## src/shared/irc_pkg.sv

```systemverilog
// Constants and types for the initial reset controller.
// Assumes a 50 MHz system clock and a 32.768 kHz low-speed oscillator pin.
package irc_pkg;
    // Clock rates
    localparam int unsigned SYS_HZ = 50000000;
    localparam int unsigned OSC_HZ = 32768;
    // Release tick: square wave of this rate, divided from the oscillator
    localparam int unsigned TICK_HZ = 2;
    localparam int unsigned TICK_HALF_OSC = OSC_HZ / (2 * TICK_HZ);
    // Key noise reject, least time, rounded up to whole oscillator cycles
    localparam int unsigned NOISE_US = 1500;
    localparam int unsigned NOISE_OSC = (NOISE_US * OSC_HZ + 999999) / 1000000;
    // Key time authorize, lower end of the window
    localparam int unsigned AUTH_MS = 1000;
    localparam int unsigned AUTH_OSC = (AUTH_MS * OSC_HZ) / 1000;
    localparam int unsigned KEY_CNT_W = 17;
    // CPU start state and vectors
    localparam logic [15:0] PC_START = 16'h0110;
    localparam logic [15:0] NMI_VEC = 16'h0100;
    localparam logic [15:0] IRQ_VEC_BASE = 16'h0104;
    localparam logic [15:0] IRQ_VEC_LAST = 16'h010E;
    localparam logic [2:0] IRQ_LAST_IDX = 3'h5;
    // Stack pointers and push depths
    localparam int unsigned WSP_W = 10;
    localparam int unsigned NSP_W = 8;
    localparam logic [9:0] WSP_PUSH_PC = 10'h004;
    localparam logic [7:0] NSP_PUSH_F = 8'h01;
    localparam logic [9:0] WSP_RESET = 10'h000;
    localparam logic [7:0] NSP_RESET = 8'h00;
    // Shared pins: port vectors hold group 0 in bits 3:0, 1 in 7:4, 2 in 11:8
    localparam int unsigned PORT_W = 12;
    localparam logic [11:0] OUT_RESET = 12'hFFF;
    localparam logic [11:0] IO_OE_RESET = 12'h000;
    localparam int unsigned OUT_TIMER_CLOCK_OUTPUT_BIT = 2;
    localparam int unsigned OUT_DIVIDED_CLOCK_OUTPUT_BIT = 3;
    localparam int unsigned IO_SIN_BIT = 4;
    localparam int unsigned IO_SERIAL_DATA_OUT_BIT = 5;
    localparam int unsigned IO_SCLK_BIT = 6;
    localparam int unsigned IO_SERIAL_SLAVE_READY_BIT = 7;
    localparam int unsigned IO_CL_BIT = 10;
    localparam int unsigned IO_FR_BIT = 11;
    // Key combination options
    typedef enum logic [1:0] {
        KEY_OFF,
        KEY_ALL4,
        KEY_K012,
        KEY_K01
    } irc_key_opt_t;
    localparam logic [3:0] KEY_MASK_ALL4 = 4'hF;
    localparam logic [3:0] KEY_MASK_K012 = 4'h7;
    localparam logic [3:0] KEY_MASK_K01 = 4'h3;
    // Synchroniser lanes
    localparam int unsigned SYNC_W = 8;
    localparam logic [7:0] SYNC_INIT = 8'hFC;
endpackage

```

## src/shared/irc_key_if.sv

```systemverilog
// Link between the reset controller top and its key filter.
// Assumes both ends run on sys_clk.
`timescale 1ns/100ps
interface irc_key_if;
    logic osc_edge;
    logic osc_running;
    logic key_match;
    logic key_req;
    modport top (output osc_edge, output osc_running, output key_match, input key_req);
    modport filt (input osc_edge, input osc_running, input key_match, output key_req);
endinterface

```

## src/design/irc_top.sv

```systemverilog
// Initial reset controller: reset latch, key reset, CPU start state,
// stack pointer interrupt gate and shared pin defaults.
// Assumes CPU strobes are one-cycle pulses on sys_clk; pins are asynchronous.
//
// Functional notes
// - Low reset pin enters reset; CPU runs only after pin high and release.
// - Request held in a latch cleared only while the 2 Hz wave is high.
// - Build option picks key set: off, keys 0-3, keys 0-2, keys 0-1.
// - All-four option resets only when all four keys are low together.
// - Three- or two-key option resets on any pattern holding selected keys low.
// - Key reset passes a noise filter needing 1.5 msec low.
// - Noise filter idle until the oscillator starts; count from second edge.
// - Optional stage resets only after keys stay low for the authorize time.
// - Release loads program counter 0110H and clears interrupt and extension flags.
// - NMI vector at 0100H, hardware vectors at 0104H to 010EH.
// - After reset all interrupts blocked until both stack pointers are written.
// - Rewriting one pointer masks interrupts again until the other is rewritten.
// - Wide pointer wraps in 0000H-03FFH, nibble pointer in 0000H-00FFH.
// - Interrupt pushes 4 words wide and 1 nibble; call pushes 4 words wide.
// - Extension register write sets the extension flag for the next instruction.
// - At reset outputs drive high, I/O pins are inputs with optional pull-up.
// - Special pin functions are selected only by software after reset.
`timescale 1ns/100ps
module irc_top #(
    parameter int unsigned TICK_HALF = irc_pkg::TICK_HALF_OSC,
    parameter int unsigned AUTH_CNT = irc_pkg::AUTH_OSC,
    parameter irc_pkg::irc_key_opt_t KEY_OPT = irc_pkg::KEY_ALL4,
    parameter bit AUTH_EN = 1'b0,
    parameter logic [11:0] PULLUP_MASK = 12'hFFF
) (
    input wire logic sys_clk,
    input wire logic reset,
    // Board pins
    input wire logic reset_n_pin,
    input wire logic low_speed_oscillator,
    input wire logic [3:0] key_reset_inputs,
    input wire logic serial_data_pin,
    input wire logic serial_clock_pin,
    // CPU strobes
    input wire logic wsp_wr,
    input wire logic [irc_pkg::WSP_W-1:0] wsp_wdata,
    input wire logic nsp_wr,
    input wire logic [irc_pkg::NSP_W-1:0] nsp_wdata,
    input wire logic call_push,
    input wire logic call_pop,
    input wire logic int_push,
    input wire logic int_pop,
    input wire logic ext_wr,
    input wire logic [7:0] ext_wdata,
    input wire logic instr_done,
    input wire logic int_flag_wr,
    input wire logic int_flag_wdata,
    input wire logic nmi_req,
    input wire logic irq_req,
    input wire logic [2:0] irq_index,
    // Port control from software
    input wire logic [irc_pkg::PORT_W-1:0] out_data,
    input wire logic [irc_pkg::PORT_W-1:0] io_dir_out,
    input wire logic [irc_pkg::PORT_W-1:0] io_data,
    input wire logic [irc_pkg::PORT_W-1:0] io_pullup,
    input wire logic sel_timer_out,
    input wire logic sel_div_out,
    input wire logic sel_lcd,
    input wire logic sel_serial_master,
    input wire logic sel_serial_slave,
    // Special function sources
    input wire logic timer_clock_output,
    input wire logic divided_clock_output,
    input wire logic lcd_latch_output,
    input wire logic lcd_frame_output,
    input wire logic serial_data_out,
    input wire logic serial_clock_out,
    input wire logic serial_slave_ready,
    // Reset and CPU state
    output logic init_reset_q,
    output logic cpu_run_q,
    output logic pc_load_q,
    output logic [15:0] pc_value_q,
    output logic int_flag_q,
    output logic ext_flag_q,
    output logic [7:0] ext_reg_q,
    output logic [irc_pkg::WSP_W-1:0] wsp_q,
    output logic [irc_pkg::NSP_W-1:0] nsp_q,
    output logic int_unmask_q,
    output logic nmi_take_q,
    output logic irq_take_q,
    output logic [15:0] vector_q,
    // Pins
    output logic [irc_pkg::PORT_W-1:0] out_pin_q,
    output logic [irc_pkg::PORT_W-1:0] io_out_q,
    output logic [irc_pkg::PORT_W-1:0] io_oe_q,
    output logic [irc_pkg::PORT_W-1:0] io_pu_q,
    output logic serial_data_in,
    output logic serial_clock_in
);
    import irc_pkg::*;

    typedef enum logic [1:0] {
        ST_HOLD,
        ST_WAIT,
        ST_RUN
    } irc_state_t;

    localparam logic [15:0] TICK_LAST = 16'(TICK_HALF - 1);

    irc_key_if kif ();

    logic [SYNC_W-1:0] pins_s;
    logic osc_prev_q;
    logic osc_run_q;
    logic [15:0] div_q;
    logic wave_q;
    irc_state_t st_q;
    irc_state_t st_d;
    logic wsp_set_q;
    logic nsp_set_q;

    // All pins cross into sys_clk before any logic looks at them
    irc_sync #(
        .W(SYNC_W),
        .INIT(SYNC_INIT)
    ) u_sync (
        .sys_clk(sys_clk),
        .reset(reset),
        .async_in({serial_clock_pin, serial_data_pin, key_reset_inputs, low_speed_oscillator, reset_n_pin}),
        .sync_out(pins_s)
    );

    wire pin_high = pins_s[0];
    wire osc_s = pins_s[1];
    wire [3:0] keys_s = pins_s[5:2];

    // Oscillator rising edge as a one-cycle pulse
    wire osc_edge = osc_s && !osc_prev_q;

    always_ff @(posedge sys_clk) begin
        if (reset) begin
            osc_prev_q <= 1'b0;
            osc_run_q <= 1'b0;
        end else begin
            osc_prev_q <= osc_s;
            if (osc_edge) begin
                osc_run_q <= 1'b1;
            end
        end
    end

    // Key combination match; extra low keys do not block options 3 and 4
    wire [3:0] key_mask = (KEY_OPT == KEY_ALL4) ? KEY_MASK_ALL4 :
                          (KEY_OPT == KEY_K012) ? KEY_MASK_K012 :
                          (KEY_OPT == KEY_K01) ? KEY_MASK_K01 : 4'h0;
    wire key_hit = (KEY_OPT != KEY_OFF) && ((keys_s & key_mask) == 4'h0);

    assign kif.osc_edge = osc_edge;
    assign kif.osc_running = osc_run_q;
    assign kif.key_match = key_hit;

    irc_key_filter #(
        .AUTH_CNT(AUTH_CNT),
        .AUTH_EN(AUTH_EN)
    ) u_filt (
        .sys_clk(sys_clk),
        .reset(reset),
        .kif(kif)
    );

    // Release wave: high half the period, so release waits at most a quarter second
    wire div_wrap = (div_q == TICK_LAST);

    always_ff @(posedge sys_clk) begin
        if (reset) begin
            div_q <= 16'h0000;
            wave_q <= 1'b0;
        end else if (osc_edge) begin
            div_q <= div_wrap ? 16'h0000 : div_q + 16'h0001;
            if (div_wrap) begin
                wave_q <= !wave_q;
            end
        end
    end

    // Reset latch: any request sets it, only the wave on an oscillator edge clears it
    wire rst_req = !pin_high || kif.key_req;
    wire release_ok = osc_edge && wave_q;

    always_comb begin
        st_d = st_q;
        unique case (st_q)
            ST_HOLD: begin
                if (!rst_req) begin
                    st_d = ST_WAIT;
                end
            end
            ST_WAIT: begin
                if (rst_req) begin
                    st_d = ST_HOLD;
                end else if (release_ok) begin
                    st_d = ST_RUN;
                end
            end
            ST_RUN: begin
                if (rst_req) begin
                    st_d = ST_HOLD;
                end
            end
        endcase
    end

    wire releasing = (st_q == ST_WAIT) && (st_d == ST_RUN);
    wire in_reset = (st_q != ST_RUN);

    always_ff @(posedge sys_clk) begin
        if (reset) begin
            st_q <= ST_HOLD;
            init_reset_q <= 1'b1;
            cpu_run_q <= 1'b0;
            pc_load_q <= 1'b0;
            pc_value_q <= PC_START;
        end else begin
            st_q <= st_d;
            init_reset_q <= (st_d != ST_RUN);
            cpu_run_q <= (st_d == ST_RUN);
            pc_load_q <= releasing;
            pc_value_q <= PC_START;
        end
    end

    // Stack pointers; the natural width gives the cyclic ranges
    wire [WSP_W-1:0] wsp_push = int_push || call_push ? WSP_PUSH_PC : 10'h000;
    wire [WSP_W-1:0] wsp_pop = int_pop || call_pop ? WSP_PUSH_PC : 10'h000;
    wire [NSP_W-1:0] nsp_step_dn = int_push ? NSP_PUSH_F : 8'h00;
    wire [NSP_W-1:0] nsp_step_up = int_pop ? NSP_PUSH_F : 8'h00;

    always_ff @(posedge sys_clk) begin
        if (reset) begin
            wsp_q <= WSP_RESET;
            nsp_q <= NSP_RESET;
        end else begin
            if (wsp_wr) begin
                wsp_q <= wsp_wdata;
            end else begin
                wsp_q <= wsp_q - wsp_push + wsp_pop;
            end
            if (nsp_wr) begin
                nsp_q <= nsp_wdata;
            end else begin
                nsp_q <= nsp_q - nsp_step_dn + nsp_step_up;
            end
        end
    end

    // Pair tracking: a lone rewrite after both are set re-arms the mask
    wire both_set = wsp_set_q && nsp_set_q;

    always_ff @(posedge sys_clk) begin
        if (reset || in_reset) begin
            wsp_set_q <= 1'b0;
            nsp_set_q <= 1'b0;
        end else begin
            if (wsp_wr) begin
                wsp_set_q <= 1'b1;
            end
            if (nsp_wr) begin
                nsp_set_q <= 1'b1;
            end
            if (wsp_wr && !nsp_wr && both_set) begin
                nsp_set_q <= 1'b0;
            end
            if (nsp_wr && !wsp_wr && both_set) begin
                wsp_set_q <= 1'b0;
            end
        end
    end

    // Flags: a write that lands with the clear wins, so no flag event is lost
    always_ff @(posedge sys_clk) begin
        if (reset || in_reset) begin
            int_flag_q <= 1'b0;
            ext_flag_q <= 1'b0;
            ext_reg_q <= 8'h00;
        end else begin
            if (int_flag_wr) begin
                int_flag_q <= int_flag_wdata;
            end else if (int_push) begin
                int_flag_q <= 1'b0;
            end
            if (ext_wr) begin
                ext_flag_q <= 1'b1;
                ext_reg_q <= ext_wdata;
            end else if (instr_done) begin
                ext_flag_q <= 1'b0;
            end
        end
    end

    // Interrupt acceptance; NMI outranks the maskable ones
    wire irq_idx_ok = (irq_index <= IRQ_LAST_IDX);
    wire take_nmi = cpu_run_q && both_set && nmi_req;
    wire take_irq = cpu_run_q && both_set && !nmi_req && irq_req && int_flag_q && irq_idx_ok;
    wire [15:0] irq_vec = IRQ_VEC_BASE + {12'h000, irq_index, 1'b0};

    always_ff @(posedge sys_clk) begin
        if (reset) begin
            int_unmask_q <= 1'b0;
            nmi_take_q <= 1'b0;
            irq_take_q <= 1'b0;
            vector_q <= NMI_VEC;
        end else begin
            int_unmask_q <= both_set && !in_reset;
            nmi_take_q <= take_nmi;
            irq_take_q <= take_irq;
            if (take_nmi) begin
                vector_q <= NMI_VEC;
            end else if (take_irq) begin
                vector_q <= irq_vec;
            end
        end
    end

    // Function selects count only once the CPU runs
    wire f_timer_clock_output = sel_timer_out && !in_reset;
    wire f_divided_clock_output = sel_div_out && !in_reset;
    wire f_lcd = sel_lcd && !in_reset;
    wire f_smst = sel_serial_master && !in_reset;
    wire f_sslv = sel_serial_slave && !sel_serial_master && !in_reset;
    wire f_ser = f_smst || f_sslv;

    // Output port mux
    logic [PORT_W-1:0] out_mux;
    always_comb begin
        out_mux = out_data;
        if (f_timer_clock_output) begin
            out_mux[OUT_TIMER_CLOCK_OUTPUT_BIT] = timer_clock_output;
        end
        if (f_divided_clock_output) begin
            out_mux[OUT_DIVIDED_CLOCK_OUTPUT_BIT] = divided_clock_output;
        end
    end

    // I/O port mux: data and direction
    logic [PORT_W-1:0] io_mux;
    logic [PORT_W-1:0] oe_mux;
    always_comb begin
        io_mux = io_data;
        oe_mux = io_dir_out;
        if (f_ser) begin
            oe_mux[IO_SIN_BIT] = 1'b0;
            io_mux[IO_SERIAL_DATA_OUT_BIT] = serial_data_out;
            oe_mux[IO_SERIAL_DATA_OUT_BIT] = 1'b1;
            io_mux[IO_SCLK_BIT] = serial_clock_out;
            oe_mux[IO_SCLK_BIT] = f_smst;
        end
        if (f_sslv) begin
            io_mux[IO_SERIAL_SLAVE_READY_BIT] = serial_slave_ready;
            oe_mux[IO_SERIAL_SLAVE_READY_BIT] = 1'b1;
        end
        if (f_lcd) begin
            io_mux[IO_CL_BIT] = lcd_latch_output;
            oe_mux[IO_CL_BIT] = 1'b1;
            io_mux[IO_FR_BIT] = lcd_frame_output;
            oe_mux[IO_FR_BIT] = 1'b1;
        end
    end

    // Pull-ups only where fitted and only on pins that are inputs
    wire [PORT_W-1:0] pu_mux = io_pullup & PULLUP_MASK & ~oe_mux;

    // Pins take general-purpose defaults for as long as reset stands
    always_ff @(posedge sys_clk) begin
        if (reset || in_reset) begin
            out_pin_q <= OUT_RESET;
            io_out_q <= IO_OE_RESET;
            io_oe_q <= IO_OE_RESET;
            io_pu_q <= PULLUP_MASK;
        end else begin
            out_pin_q <= out_mux;
            io_out_q <= io_mux;
            io_oe_q <= oe_mux;
            io_pu_q <= pu_mux;
        end
    end

    // Serial inputs from the synchronised pins
    always_ff @(posedge sys_clk) begin
        if (reset) begin
            serial_data_in <= 1'b1;
            serial_clock_in <= 1'b1;
        end else begin
            serial_data_in <= pins_s[6];
            serial_clock_in <= pins_s[7];
        end
    end
endmodule

```

## src/design/irc_sync.sv

```systemverilog
// Two-flop synchroniser, one lane per bit.
// Assumes its inputs are asynchronous pins; reset values come from INIT.
`timescale 1ns/100ps
module irc_sync #(
    parameter int unsigned W = 8,
    parameter logic [W-1:0] INIT = '0
) (
    input wire logic sys_clk,
    input wire logic reset,
    input wire logic [W-1:0] async_in,
    output logic [W-1:0] sync_out
);
    // First stage feeds only the second stage
    genvar i;
    generate
        for (i = 0; i < W; i++) begin : g_lane
            logic meta_q;
            always_ff @(posedge sys_clk) begin
                if (reset) begin
                    meta_q <= INIT[i];
                    sync_out[i] <= INIT[i];
                end else begin
                    meta_q <= async_in[i];
                    sync_out[i] <= meta_q;
                end
            end
        end
    endgenerate
endmodule

```

## src/design/irc_key_filter.sv

```systemverilog
// Key combination noise reject and optional time authorize.
// Assumes oscillator edges arrive as one-cycle pulses on sys_clk.
`timescale 1ns/100ps
module irc_key_filter
    import irc_pkg::*;
#(
    parameter int unsigned AUTH_CNT = irc_pkg::AUTH_OSC,
    parameter bit AUTH_EN = 1'b0
) (
    input wire logic sys_clk,
    input wire logic reset,
    irc_key_if.filt kif
);
    localparam int unsigned TARGET_I = AUTH_EN ? (NOISE_OSC + AUTH_CNT) : NOISE_OSC;
    localparam logic [KEY_CNT_W-1:0] TARGET = TARGET_I[KEY_CNT_W-1:0];

    logic [KEY_CNT_W-1:0] cnt_q;
    logic req_q;
    wire hold_ok = kif.key_match && kif.osc_running;
    wire at_target = (cnt_q == TARGET);

    // Count oscillator edges while the combination stays low; any release restarts
    always_ff @(posedge sys_clk) begin
        if (reset || !hold_ok) begin
            cnt_q <= '0;
            req_q <= 1'b0;
        end else begin
            if (kif.osc_edge && !at_target) begin
                cnt_q <= cnt_q + 1'b1;
            end
            req_q <= at_target;
        end
    end

    assign kif.key_req = req_q;
endmodule

```

## config.mk

```make
export PLATFORM = sky130hd
export DESIGN_NAME = irc_top
export DESIGN_NICKNAME = d
export VERILOG_FILES = /design/src/shared/irc_pkg.sv /design/src/shared/irc_key_if.sv /design/src/design/irc_top.sv /design/src/design/irc_sync.sv /design/src/design/irc_key_filter.sv
export SDC_FILE = /design/constraint.sdc
export NUM_CORES = 1
export LEC_CHECK = 0
export BUFFER_PORTS_ARGS = -buffer_cell sky130_fd_sc_hd__buf_4
export CAP_MARGIN = 15
export CORE_UTILIZATION = 42
export DETAILED_ROUTE_END_ITERATION = 7
export PLACE_DENSITY = 0.7
export SLEW_MARGIN = 40
export SYNTH_ARGS = -nofsm -noshare
export SYNTH_HDL_FRONTEND = slang
export SYNTH_HIERARCHICAL = 1
export SYNTH_SLANG_ARGS = --single-unit
```

## constraint.sdc

```tcl
create_clock -name sys_clk -period 7 [get_ports sys_clk]
set_input_delay 1.4 -clock sys_clk [delete_from_list [all_inputs] [get_ports sys_clk]]
set_output_delay 1.4 -clock sys_clk [all_outputs]
set_load 0.01 [all_outputs]
```

==> PnR_summary.wiki, run 1 <==
{| class="wikitable"
! Metric !! Value
|-
| Status || finished, final reports clean
|-
| GR Util All Layers || 19.9%
|-
| Ant diodes || 0
|-
| Via count normalized by instance count || 4.76
|-
| Maximum number of buffers from clock root to sink || 2
|-
| Number of synthesized flops with an enable pin || 0
|-
| Synthesis-stage register bit count || ~150
|-
| Leading post-synthesis cells by cell area || sky130_fd_sc_hd__dfxtp_1, sky130_fd_sc_hd__nor2_1, sky130_fd_sc_hd__ha_1
|-
| Hold Crit Class || flip-flop to flip-flop
|-
| Vias in the first global route || 4666
|-
| Vertical die dimension || between 100 and 150 µm
|-
| Wire length of the first global-routing pass || 22.9 mm
|-
| Post-Syn Area per Cell || 9.23 µm²
|-
| Ratio of total power to cell area || about 260 nW/µm²
|-
| RSZ-0062 raised after global routing || no
|-
| Post-layout minimum cycle time || 3220 ps
|-
| Initial Utilization || between 40 and 50%
|-
| Number of nets in the final layout || 985
|-
| Final routed wirelength across all metal layers || around 14 mm
|-
| Fillers || 1294
|-
| Cells along the critical path || buf_4, or2_2, fa_1, ha_1, nor2_1, o31a_1, o41ai_1, mux2i_1, nand2_1
|-
| Clock tree root buffer cell || sky130_fd_sc_hd__clkbuf_16
|-
| Count of endpoints failing hold in the final timing report || 0
|-
| Total of cells resized after clock tree synthesis || 0
|-
| Launching element type of the critical path || input port
|-
| Count of pins on the block boundary || 227
|-
| Clock Latency Late Sink || 420 ps
|-
| Dominant cell type by area after synthesis || sky130_fd_sc_hd__dfxtp_1
|-
| Endpoint type of the worst setup path || flip-flop
|-
| TritonCTS clock tree || yes
|-
| Reported max-cap violation count || 0
|-
| Number of antenna violations at the first check in global routing || 0
|-
| Crit path arrival time || 3540 ps
|-
| Number of different library cells in the post-synthesis netlist || between 50 and 60
|-
| Vias post-DR || 4962
|-
| Proportion of netlist area held by the largest area contributor || 47.9%
|-
| Peak Freq || 310 MHz
|-
| Final max-slew violation count || 0
|-
| Initial DRC count || 273
|-
| Maximum level of the CTS H-tree || 4
|-
| Width of the chip || 122 µm
|-
| Detail Placement HPWL || 10.2 mm
|-
| Number of buffers created by CTS || 17
|-
| Combined area of all synthesized cells || 6060 µm²
|-
| Overall die area || between 10000 and 15000 µm²
|-
| Total Power || around 0.0021 W
|-
| Routed wirelength normalized by instance count || 13.7 µm
|-
| Cell at the slowest stage of the critical path || sky130_fd_sc_hd__fa_1
|-
| Final RePlAce weighted congestion || 0.834
|-
| Port Buffers || 198
|-
| Share of synthesized area occupied by flip-flops and latches || between 40% and 50%
|-
| Cell row count || 43
|-
| Crit path required time || 7310 ps
|-
| Sum Neg Setup Slack || 0 ps
|-
| Top FF cell, synth || sky130_fd_sc_hd__dfxtp_1
|-
| Share of async-settable or async-resettable flops after synthesis || 0%
|-
| Pin count of the biggest net entering global routing || 61
|-
| Number of nets with antenna violations after detailed routing || 0
|-
| Worst supply voltage drop on vdd || 0.000180 V
|-
| Max-slew headroom at the worst pin || 44.2%
|-
| First-pass iteration count of the detailed router || 4
|-
| Area grow syn2layout || 34.7%
|-
| Leakage component of the power || 3.59 nW
|-
| Max Clock Skew || 9.76 ps
|-
| Cts-stage hold buffer count || 0
|-
| Total placed cells including tap cells || 1011
|-
| Yosys warns || 6
|-
| Largest stage delay on the critical path || 460 ps
|-
| # Post-CTS Setup Buffers || 0
|-
| Post-Layout Cell Count || 1043
|-
| DRC viols || 0
|-
| Clock slew at the register clock pins of the worst setup and hold paths || 60 ps
|-
| Maximum fanout encountered on the critical timing path || 3
|-
| Synth Instances || 657
|-
| Share of final-layout standard cells stronger than drive strength 1 || 29.4%
|-
| Sum of overflow across all layers after global routing || 0
|-
| Final count of negative-setup-slack endpoints || 0
|-
| Core area || around 14000 µm²
|-
| Share of the cycle needed by the critical path after routing || 46.1%
|-
| Slew @ Worst Pin || 831 ps
|-
| Clock Sinks || 145
|-
| Setup Crit Path Kind || input port to flip-flop
|}
[synth_stat cells (5+ instances only)]
| cell | n |
|---|---|
| sky130_fd_sc_hd__nand2b_1 | 13 |
| sky130_fd_sc_hd__nor2b_1 | 5 |
| sky130_fd_sc_hd__or2_1 | 10 |
| sky130_fd_sc_hd__mux2i_1 | 21 |
| sky130_fd_sc_hd__xnor2_1 | 16 |
| sky130_fd_sc_hd__inv_1 | 35 |
| sky130_fd_sc_hd__nor2_1 | 99 |
| sky130_fd_sc_hd__buf_4 | 29 |
| sky130_fd_sc_hd__nand2_1 | 27 |
| sky130_fd_sc_hd__and3_1 | 8 |
| sky130_fd_sc_hd__ha_1 | 22 |
| sky130_fd_sc_hd__nor4b_1 | 11 |
| sky130_fd_sc_hd__or3_1 | 7 |
| sky130_fd_sc_hd__nand3_1 | 14 |
| sky130_fd_sc_hd__dfxtp_1 | 145 |
| sky130_fd_sc_hd__nor3_1 | 16 |
| sky130_fd_sc_hd__xor2_1 | 13 |
| sky130_fd_sc_hd__a21oi_1 | 28 |
| sky130_fd_sc_hd__clkbuf_1 | 16 |
| sky130_fd_sc_hd__nor4_1 | 7 |
| sky130_fd_sc_hd__o21ai_0 | 23 |
| sky130_fd_sc_hd__a31oi_1 | 7 |
| sky130_fd_sc_hd__and2_1 | 13 |
| sky130_fd_sc_hd__nand4_1 | 12 |
| sky130_fd_sc_hd__or2_2 | 6 |
[registers in the layout, summed over array words and instances, names as in the netlist, 2 cells and up]
name,count
u_filt/cnt_q,17
div_q,16
io_oe_q,12
io_out_q,12
io_pu_q,12
out_pin_q,12
wsp_q,10
ext_reg_q,8
nsp_q,8
u_sync/g_lane.meta_q,8
u_sync/sync_out,8
vector_q,4
st_q,2
[kinds of logic (layout without fill, tap and decap cells)]
group | count (synthesis) | in the layout | synth area share, %
buffers and inverters | 87 | 267 | 7.55
adder cells (fa/ha/maj) | 24 | 24 | 5.20
flip-flops | 145 | 145 | 47.9
multiplexers | 21 | 21 | 3.47
AO/OA/AOI/OAI | 82 | 82 | 8.17
other | 2 | 28 | 0.124
XOR/XNOR | 29 | 29 | 4.19
AND/OR/NAND/NOR | 267 | 267 | 23.4
[cell usage in the layout, fill, tap and decap left out, drive strengths merged, types with 16 or more instances in the layout]
cell / synthesis / routed
buf: 33 / 199
dfxtp: 145 / 145
nor2: 99 / 99
inv: 36 / 37
a21oi: 28 / 28
conb: 2 / 28
nand2: 27 / 27
o21ai: 25 / 25
ha: 22 / 22
mux2i: 21 / 21
clkbuf: 18 / 18
nor3: 16 / 16
xnor2: 16 / 16
or2: 16 / 16
[power breakdown]
part           switching, W  total (W)  internal (W)
clock              0.000352   0.000919      0.000567
combinational      0.000173   0.000344      0.000172
sequential        0.0000234   0.000877      0.000853
[area by class of cell]
cell class / count / area (µm²) / area share [%]
Clock inverter: 14 / 164 / 2.01
Multi-Input combinational cell: 451 / 2810 / 34.4
Sequential cell: 145 / 2900 / 35.6
Inverter: 36 / 135 / 1.65
Tap cell: 180 / 225 / 2.76
Clock buffer: 18 / 439 / 5.38
Timing Repair Buffer: 199 / 1490 / 18.3
[stage by stage]
| step | area, µm² | worst slack [ps] | hold WS [ps] | utilization, % |
|---|---|---|---|---|
| after floorplan | 6160 | 3560 | 383 | - |
| after global placement | 7560 | 3370 | 387 | 54.0 |
| after detailed placement | 7560 | 3330 | 390 | 54.1 |
| after CTS | 8170 | 3800 | 404 | 58.4 |
| after global routing | 8170 | 3690 | 415 | 58.4 |
| final | 8170 | 3780 | 404 | 58.4 |
[metal layers]
layer / vias to the layer above / global-route usage, % / part of all wire [%]
li1: 2552 / - / -
met1: 2279 / 25.3 / 45
met2: 112 / 31.0 / 48
met3: 19 / 7.02 / 5.6
met4: 0 / 6.71 / 1.4
met5: - / 0 / 0
[worst max-delay path, delay by kind of cell]
| kind | cells | cell delay (ps) |
|---|---|---|
| multiplexers | 1 | 230 |
| AO/OA/AOI/OAI | 2 | 590 |
| buffers and inverters | 1 | 110 |
| adder cells (fa/ha/maj) | 2 | 790 |
| AND/OR/NAND/NOR | 3 | 410 |
[worst paths after layout]
kind / startpoint / end / slack (ps) / cells past startpoint
max: call_pop / wsp_q[8] / 3780 / 9
min: u_sync/g_lane[2].meta_q / u_sync/sync_out[2] / 400 / 1
max reg2reg: wsp_q[2] / wsp_q[8] / 4780 / 7
min reg2reg: u_sync/g_lane[2].meta_q / u_sync/sync_out[2] / 400 / 1
No activity file was read; power rests on OpenSTA's default activity.
==> inputs of run 2 (changes only) <==
--- a/config.mk
+++ b/config.mk
@@ -9,7 +9,7 @@
 export CAP_MARGIN = 15
 export CORE_UTILIZATION = 42
 export DETAILED_ROUTE_END_ITERATION = 7
-export PLACE_DENSITY = 0.7
+export PLACE_DENSITY = 0.73
 export SLEW_MARGIN = 40
 export SYNTH_ARGS = -nofsm -noshare
 export SYNTH_HDL_FRONTEND = slang
==> constraint.sdc (replaced) <==
create_clock -name sys_clk -period 2.7 [get_ports sys_clk]
set_input_delay 0.54 -clock sys_clk [delete_from_list [all_inputs] [get_ports sys_clk]]
set_output_delay 0.54 -clock sys_clk [all_outputs]
set_load 0.01 [all_outputs]
==> run 2 against run 1 <==
  * Critical path depth did not move
  * Sequential power rose to 2.6 times the previous value
  * Total power rose to 2.6 times the previous value
  * Clock-buffer cell count rose by 1
  * Largest power group unchanged
  * Register-to-register slack got worse by 4300 ps
  * Die area did not move
  * Cell count rose by 0.86%
  * Via count rose by 1.5%
  * Non-clock buffer count rose by 10
  * Highest routed layer unchanged
  * Hold slack got worse by 100 ps
  * Routed wire length fell by 1.3%
==> PnR_summary.wiki, run 2 (synthesized netlist as in run 1, its figures left out) <==
{| class="wikitable"
! Metric !! Value
|-
| Status || finished, final reports clean
|-
| Leading registers by flop count || u_filt/cnt_q (17), div_q (16)
|-
| Peak Freq || approximately 420 MHz
|-
| Crit path required time || 3000 ps (-4310 ps)
|-
| Vertical die dimension || 122 µm (unchanged)
|-
| RSZ-0062 raised after global routing || no
|-
| Count of endpoints failing hold in the final timing report || 0 (unchanged)
|-
| Count of pins on the block boundary || 227 (unchanged)
|-
| Total Power || 0.00556 W (+160%)
|-
| Launching element type of the critical path || input port
|-
| Number of antenna violations at the first check in global routing || 0 (unchanged)
|-
| Cts-stage hold buffer count || 0 (unchanged)
|-
| Most common cell after layout, fill and taps aside || sky130_fd_sc_hd__buf_4
|-
| Number of buffers created by CTS || 17 (unchanged)
|-
| Setup Crit Path Kind || input port to flip-flop
|-
| Clock Sinks || 145 (unchanged)
|-
| # Post-CTS Setup Buffers || 0 (unchanged)
|-
| First-pass iteration count of the detailed router || 5 (+1)
|-
| Vias in the first global route || 4726 (+1.3%)
|-
| Wire length of the first global-routing pass || 22.7 mm (-0.85%)
|-
| DRC viols || 0 (unchanged)
|-
| Area taken by flip-flops and latches || 2900 µm² (unchanged)
|-
| Core area || 14000 µm² (unchanged)
|-
| Max Clock Skew || 7.67 ps (-2.08 ps)
|-
| Pre-CTS setup slack || -93.4 ps (-3430 ps)
|-
| Share of final-layout standard cells stronger than drive strength 1 || 29.9% (+0.50 points)
|-
| Reported max-cap violation count || 0 (unchanged)
|-
| Final count of negative-setup-slack endpoints || 0 (unchanged)
|-
| Internal portion of total power || 0.00416 W (+160%)
|-
| Post-layout minimum cycle time || 2400 ps
|-
| Port Buffers || 198 (unchanged)
|-
| Number of nets with antenna violations after detailed routing || 0 (unchanged)
|-
| Hold Crit Class || input port to flip-flop
|-
| Share of the cycle needed by the critical path after routing || 88.9%
|-
| Fillers || 1291 (-0.23%)
|-
| Top reg by flops || u_filt/cnt_q
|-
| Initial DRC count || 229 (-16%)
|-
| Switching share of total power || 25.2% (-0.42 points)
|-
| Crit path arrival time || 2700 ps (-840 ps)
|-
| Final routed wirelength across all metal layers || 14.1 mm (-1.3%)
|-
| GR Util All Layers || 19.6% (-0.26 points)
|-
| Logic pwr share || 16.6% (+0.5 points)
|-
| Initial Utilization || 43.3% (unchanged)
|-
| Final max-slew violation count || 0 (unchanged)
|-
| Flip-flop count of the largest register, all copies and words added || 17 (unchanged)
|-
| TritonCTS clock tree || yes
|-
| Via count normalized by instance count || 4.79 (+0.64%)
|-
| Maximum level of the CTS H-tree || 4 (unchanged)
|-
| Routed wirelength normalized by instance count || 13.4 µm (-2.2%)
|-
| Leakage component of the power || 3.64 nW (+1.4%)
|-
| Ant diodes || 0 (unchanged)
|-
| Clock tree root buffer cell || sky130_fd_sc_hd__clkbuf_16
|-
| Total area of multi-input combinational cells || 2800 µm² (about the same)
|-
| Endpoint type of the worst setup path || flip-flop
|-
| Relative contribution of the clock network to total power || 42.6% (-0.4 points)
|-
| Maximum number of buffers from clock root to sink || 2 (unchanged)
|-
| Total of cells resized after clock tree synthesis || 0 (unchanged)
|-
| Final RePlAce weighted congestion || 0.789 (-5.4%)
|-
| Clock Latency Late Sink || 410 ps (about the same)
|-
| Width of the chip || 122 µm (unchanged)
|-
| P_sw || 0.00140 W (+160%)
|-
| Pin count of the biggest net entering global routing || 36 (-41%)
|-
| Final hold slack || 300 ps (-104 ps)
|-
| Vias post-DR || 5037 (+1.5%)
|-
| Min setup slack post-route || 300 ps (-3480 ps)
|-
| Commonest non-fill, non-tap cells in the layout || sky130_fd_sc_hd__buf_4, sky130_fd_sc_hd__dfxtp_1, sky130_fd_sc_hd__nor2_1
|-
| Overall die area || 14900 µm² (unchanged)
|-
| Cell row count || 43 (unchanged)
|-
| Maximum fanout encountered on the critical timing path || 2 (-1)
|-
| Share of power burned in registers || 40.8% (-0.2 points)
|-
| Clock slew at the register clock pins of the worst setup and hold paths || 60 ps (about the same)
|-
| Number of nets in the final layout || 995 (+1.0%)
|-
| Detail Placement HPWL || 10.3 mm (+0.97%)
|-
| Core occupancy in the finished layout || 58.9% (+0.53 points)
|-
| Worst supply voltage drop on vdd || 0.000457 V (+150%)
|-
| Ratio of total power to cell area || 675 nW/µm² (+160%)
|-
| Area grow syn2layout || 35.9%
|-
| Sum of overflow across all layers after global routing || 0 (unchanged)
|}
[run 2: cell types whose count changed in the layout (fill, tap and decap cells not counted), moves of 3 or more]
cell | previous run | this run
sky130_fd_sc_hd__buf_4 | 199 | 209
sky130_fd_sc_hd__clkinv_4 | 0 | 5
sky130_fd_sc_hd__clkinv_2 | 4 | 1
sky130_fd_sc_hd__clkinvlp_4 | 6 | 3
[run 2: worst max-delay path, stage by stage]
cell,delay [ps]
sky130_fd_sc_hd__buf_4,100
sky130_fd_sc_hd__or2_2,290
sky130_fd_sc_hd__fa_1,480
sky130_fd_sc_hd__ha_1,320
sky130_fd_sc_hd__nor2_1,60
sky130_fd_sc_hd__o31a_1,260
sky130_fd_sc_hd__o41ai_1,360
sky130_fd_sc_hd__mux2i_1,230
sky130_fd_sc_hd__nand2_1,60
[run 2: path summary, 6_finish.rpt]
check	slack, ps	startpoint	cells past startpoint	to
worst min register to register	400	u_sync/g_lane[4].meta_q	1	u_sync/sync_out[4]
worst max-delay path	300	call_pop	9	wsp_q[8]
worst max register to register	440	wsp_q[2]	7	wsp_q[8]
worst min-delay path	300	serial_data_pin	2	u_sync/g_lane[6].meta_q
[run 2: area by class of cell]
type / instances / area share [%]
inverter: 36 / 1.64
clock buffer: 19 / 5.38
sequential: 145 / 35.2
clock inverter: 12 / 1.96
multi-input combinational: 451 / 34.0
timing repair buffer: 209 / 19.0
tap: 180 / 2.73
[run 2: power groups by stage]
| stage | sequential [W] | clock (W) | combinational (W) |
|---|---|---|---|
| 2_1_floorplan | 0.00233 | 0 | 0.000576 |
| 3_3_place_gp | 0.00231 | 0 | 0.000902 |
| 3_5_place_dp | 0.00231 | 0 | 0.000917 |
| 4_1_cts | 0.00227 | 0.00241 | 0.000924 |
| 5_1_grt | 0.00228 | 0.00252 | 0.00103 |
| 6_report | 0.00227 | 0.00237 | 0.000926 |
[run 2: metrics by stage]
stage	cells	cell area, µm²	setup TNS [ps]
detailed placement	1021	7630	-93.4
global placement	1021	7630	-53.3
finish	1052	8240	0
floorplan	683	6160	0
global route	1052	8240	0
CTS	1052	8240	0
[run 2: per-layer routing]
metal | vias up | track usage, % | wire length, µm
met5 | - | 0 | 0
met1 | 2321 | 24.0 | 6230
li1 | 2583 | - | -
met3 | 15 | 6.09 | 660
met4 | 0 | 6.17 | 182
met2 | 118 | 32.8 | 7010
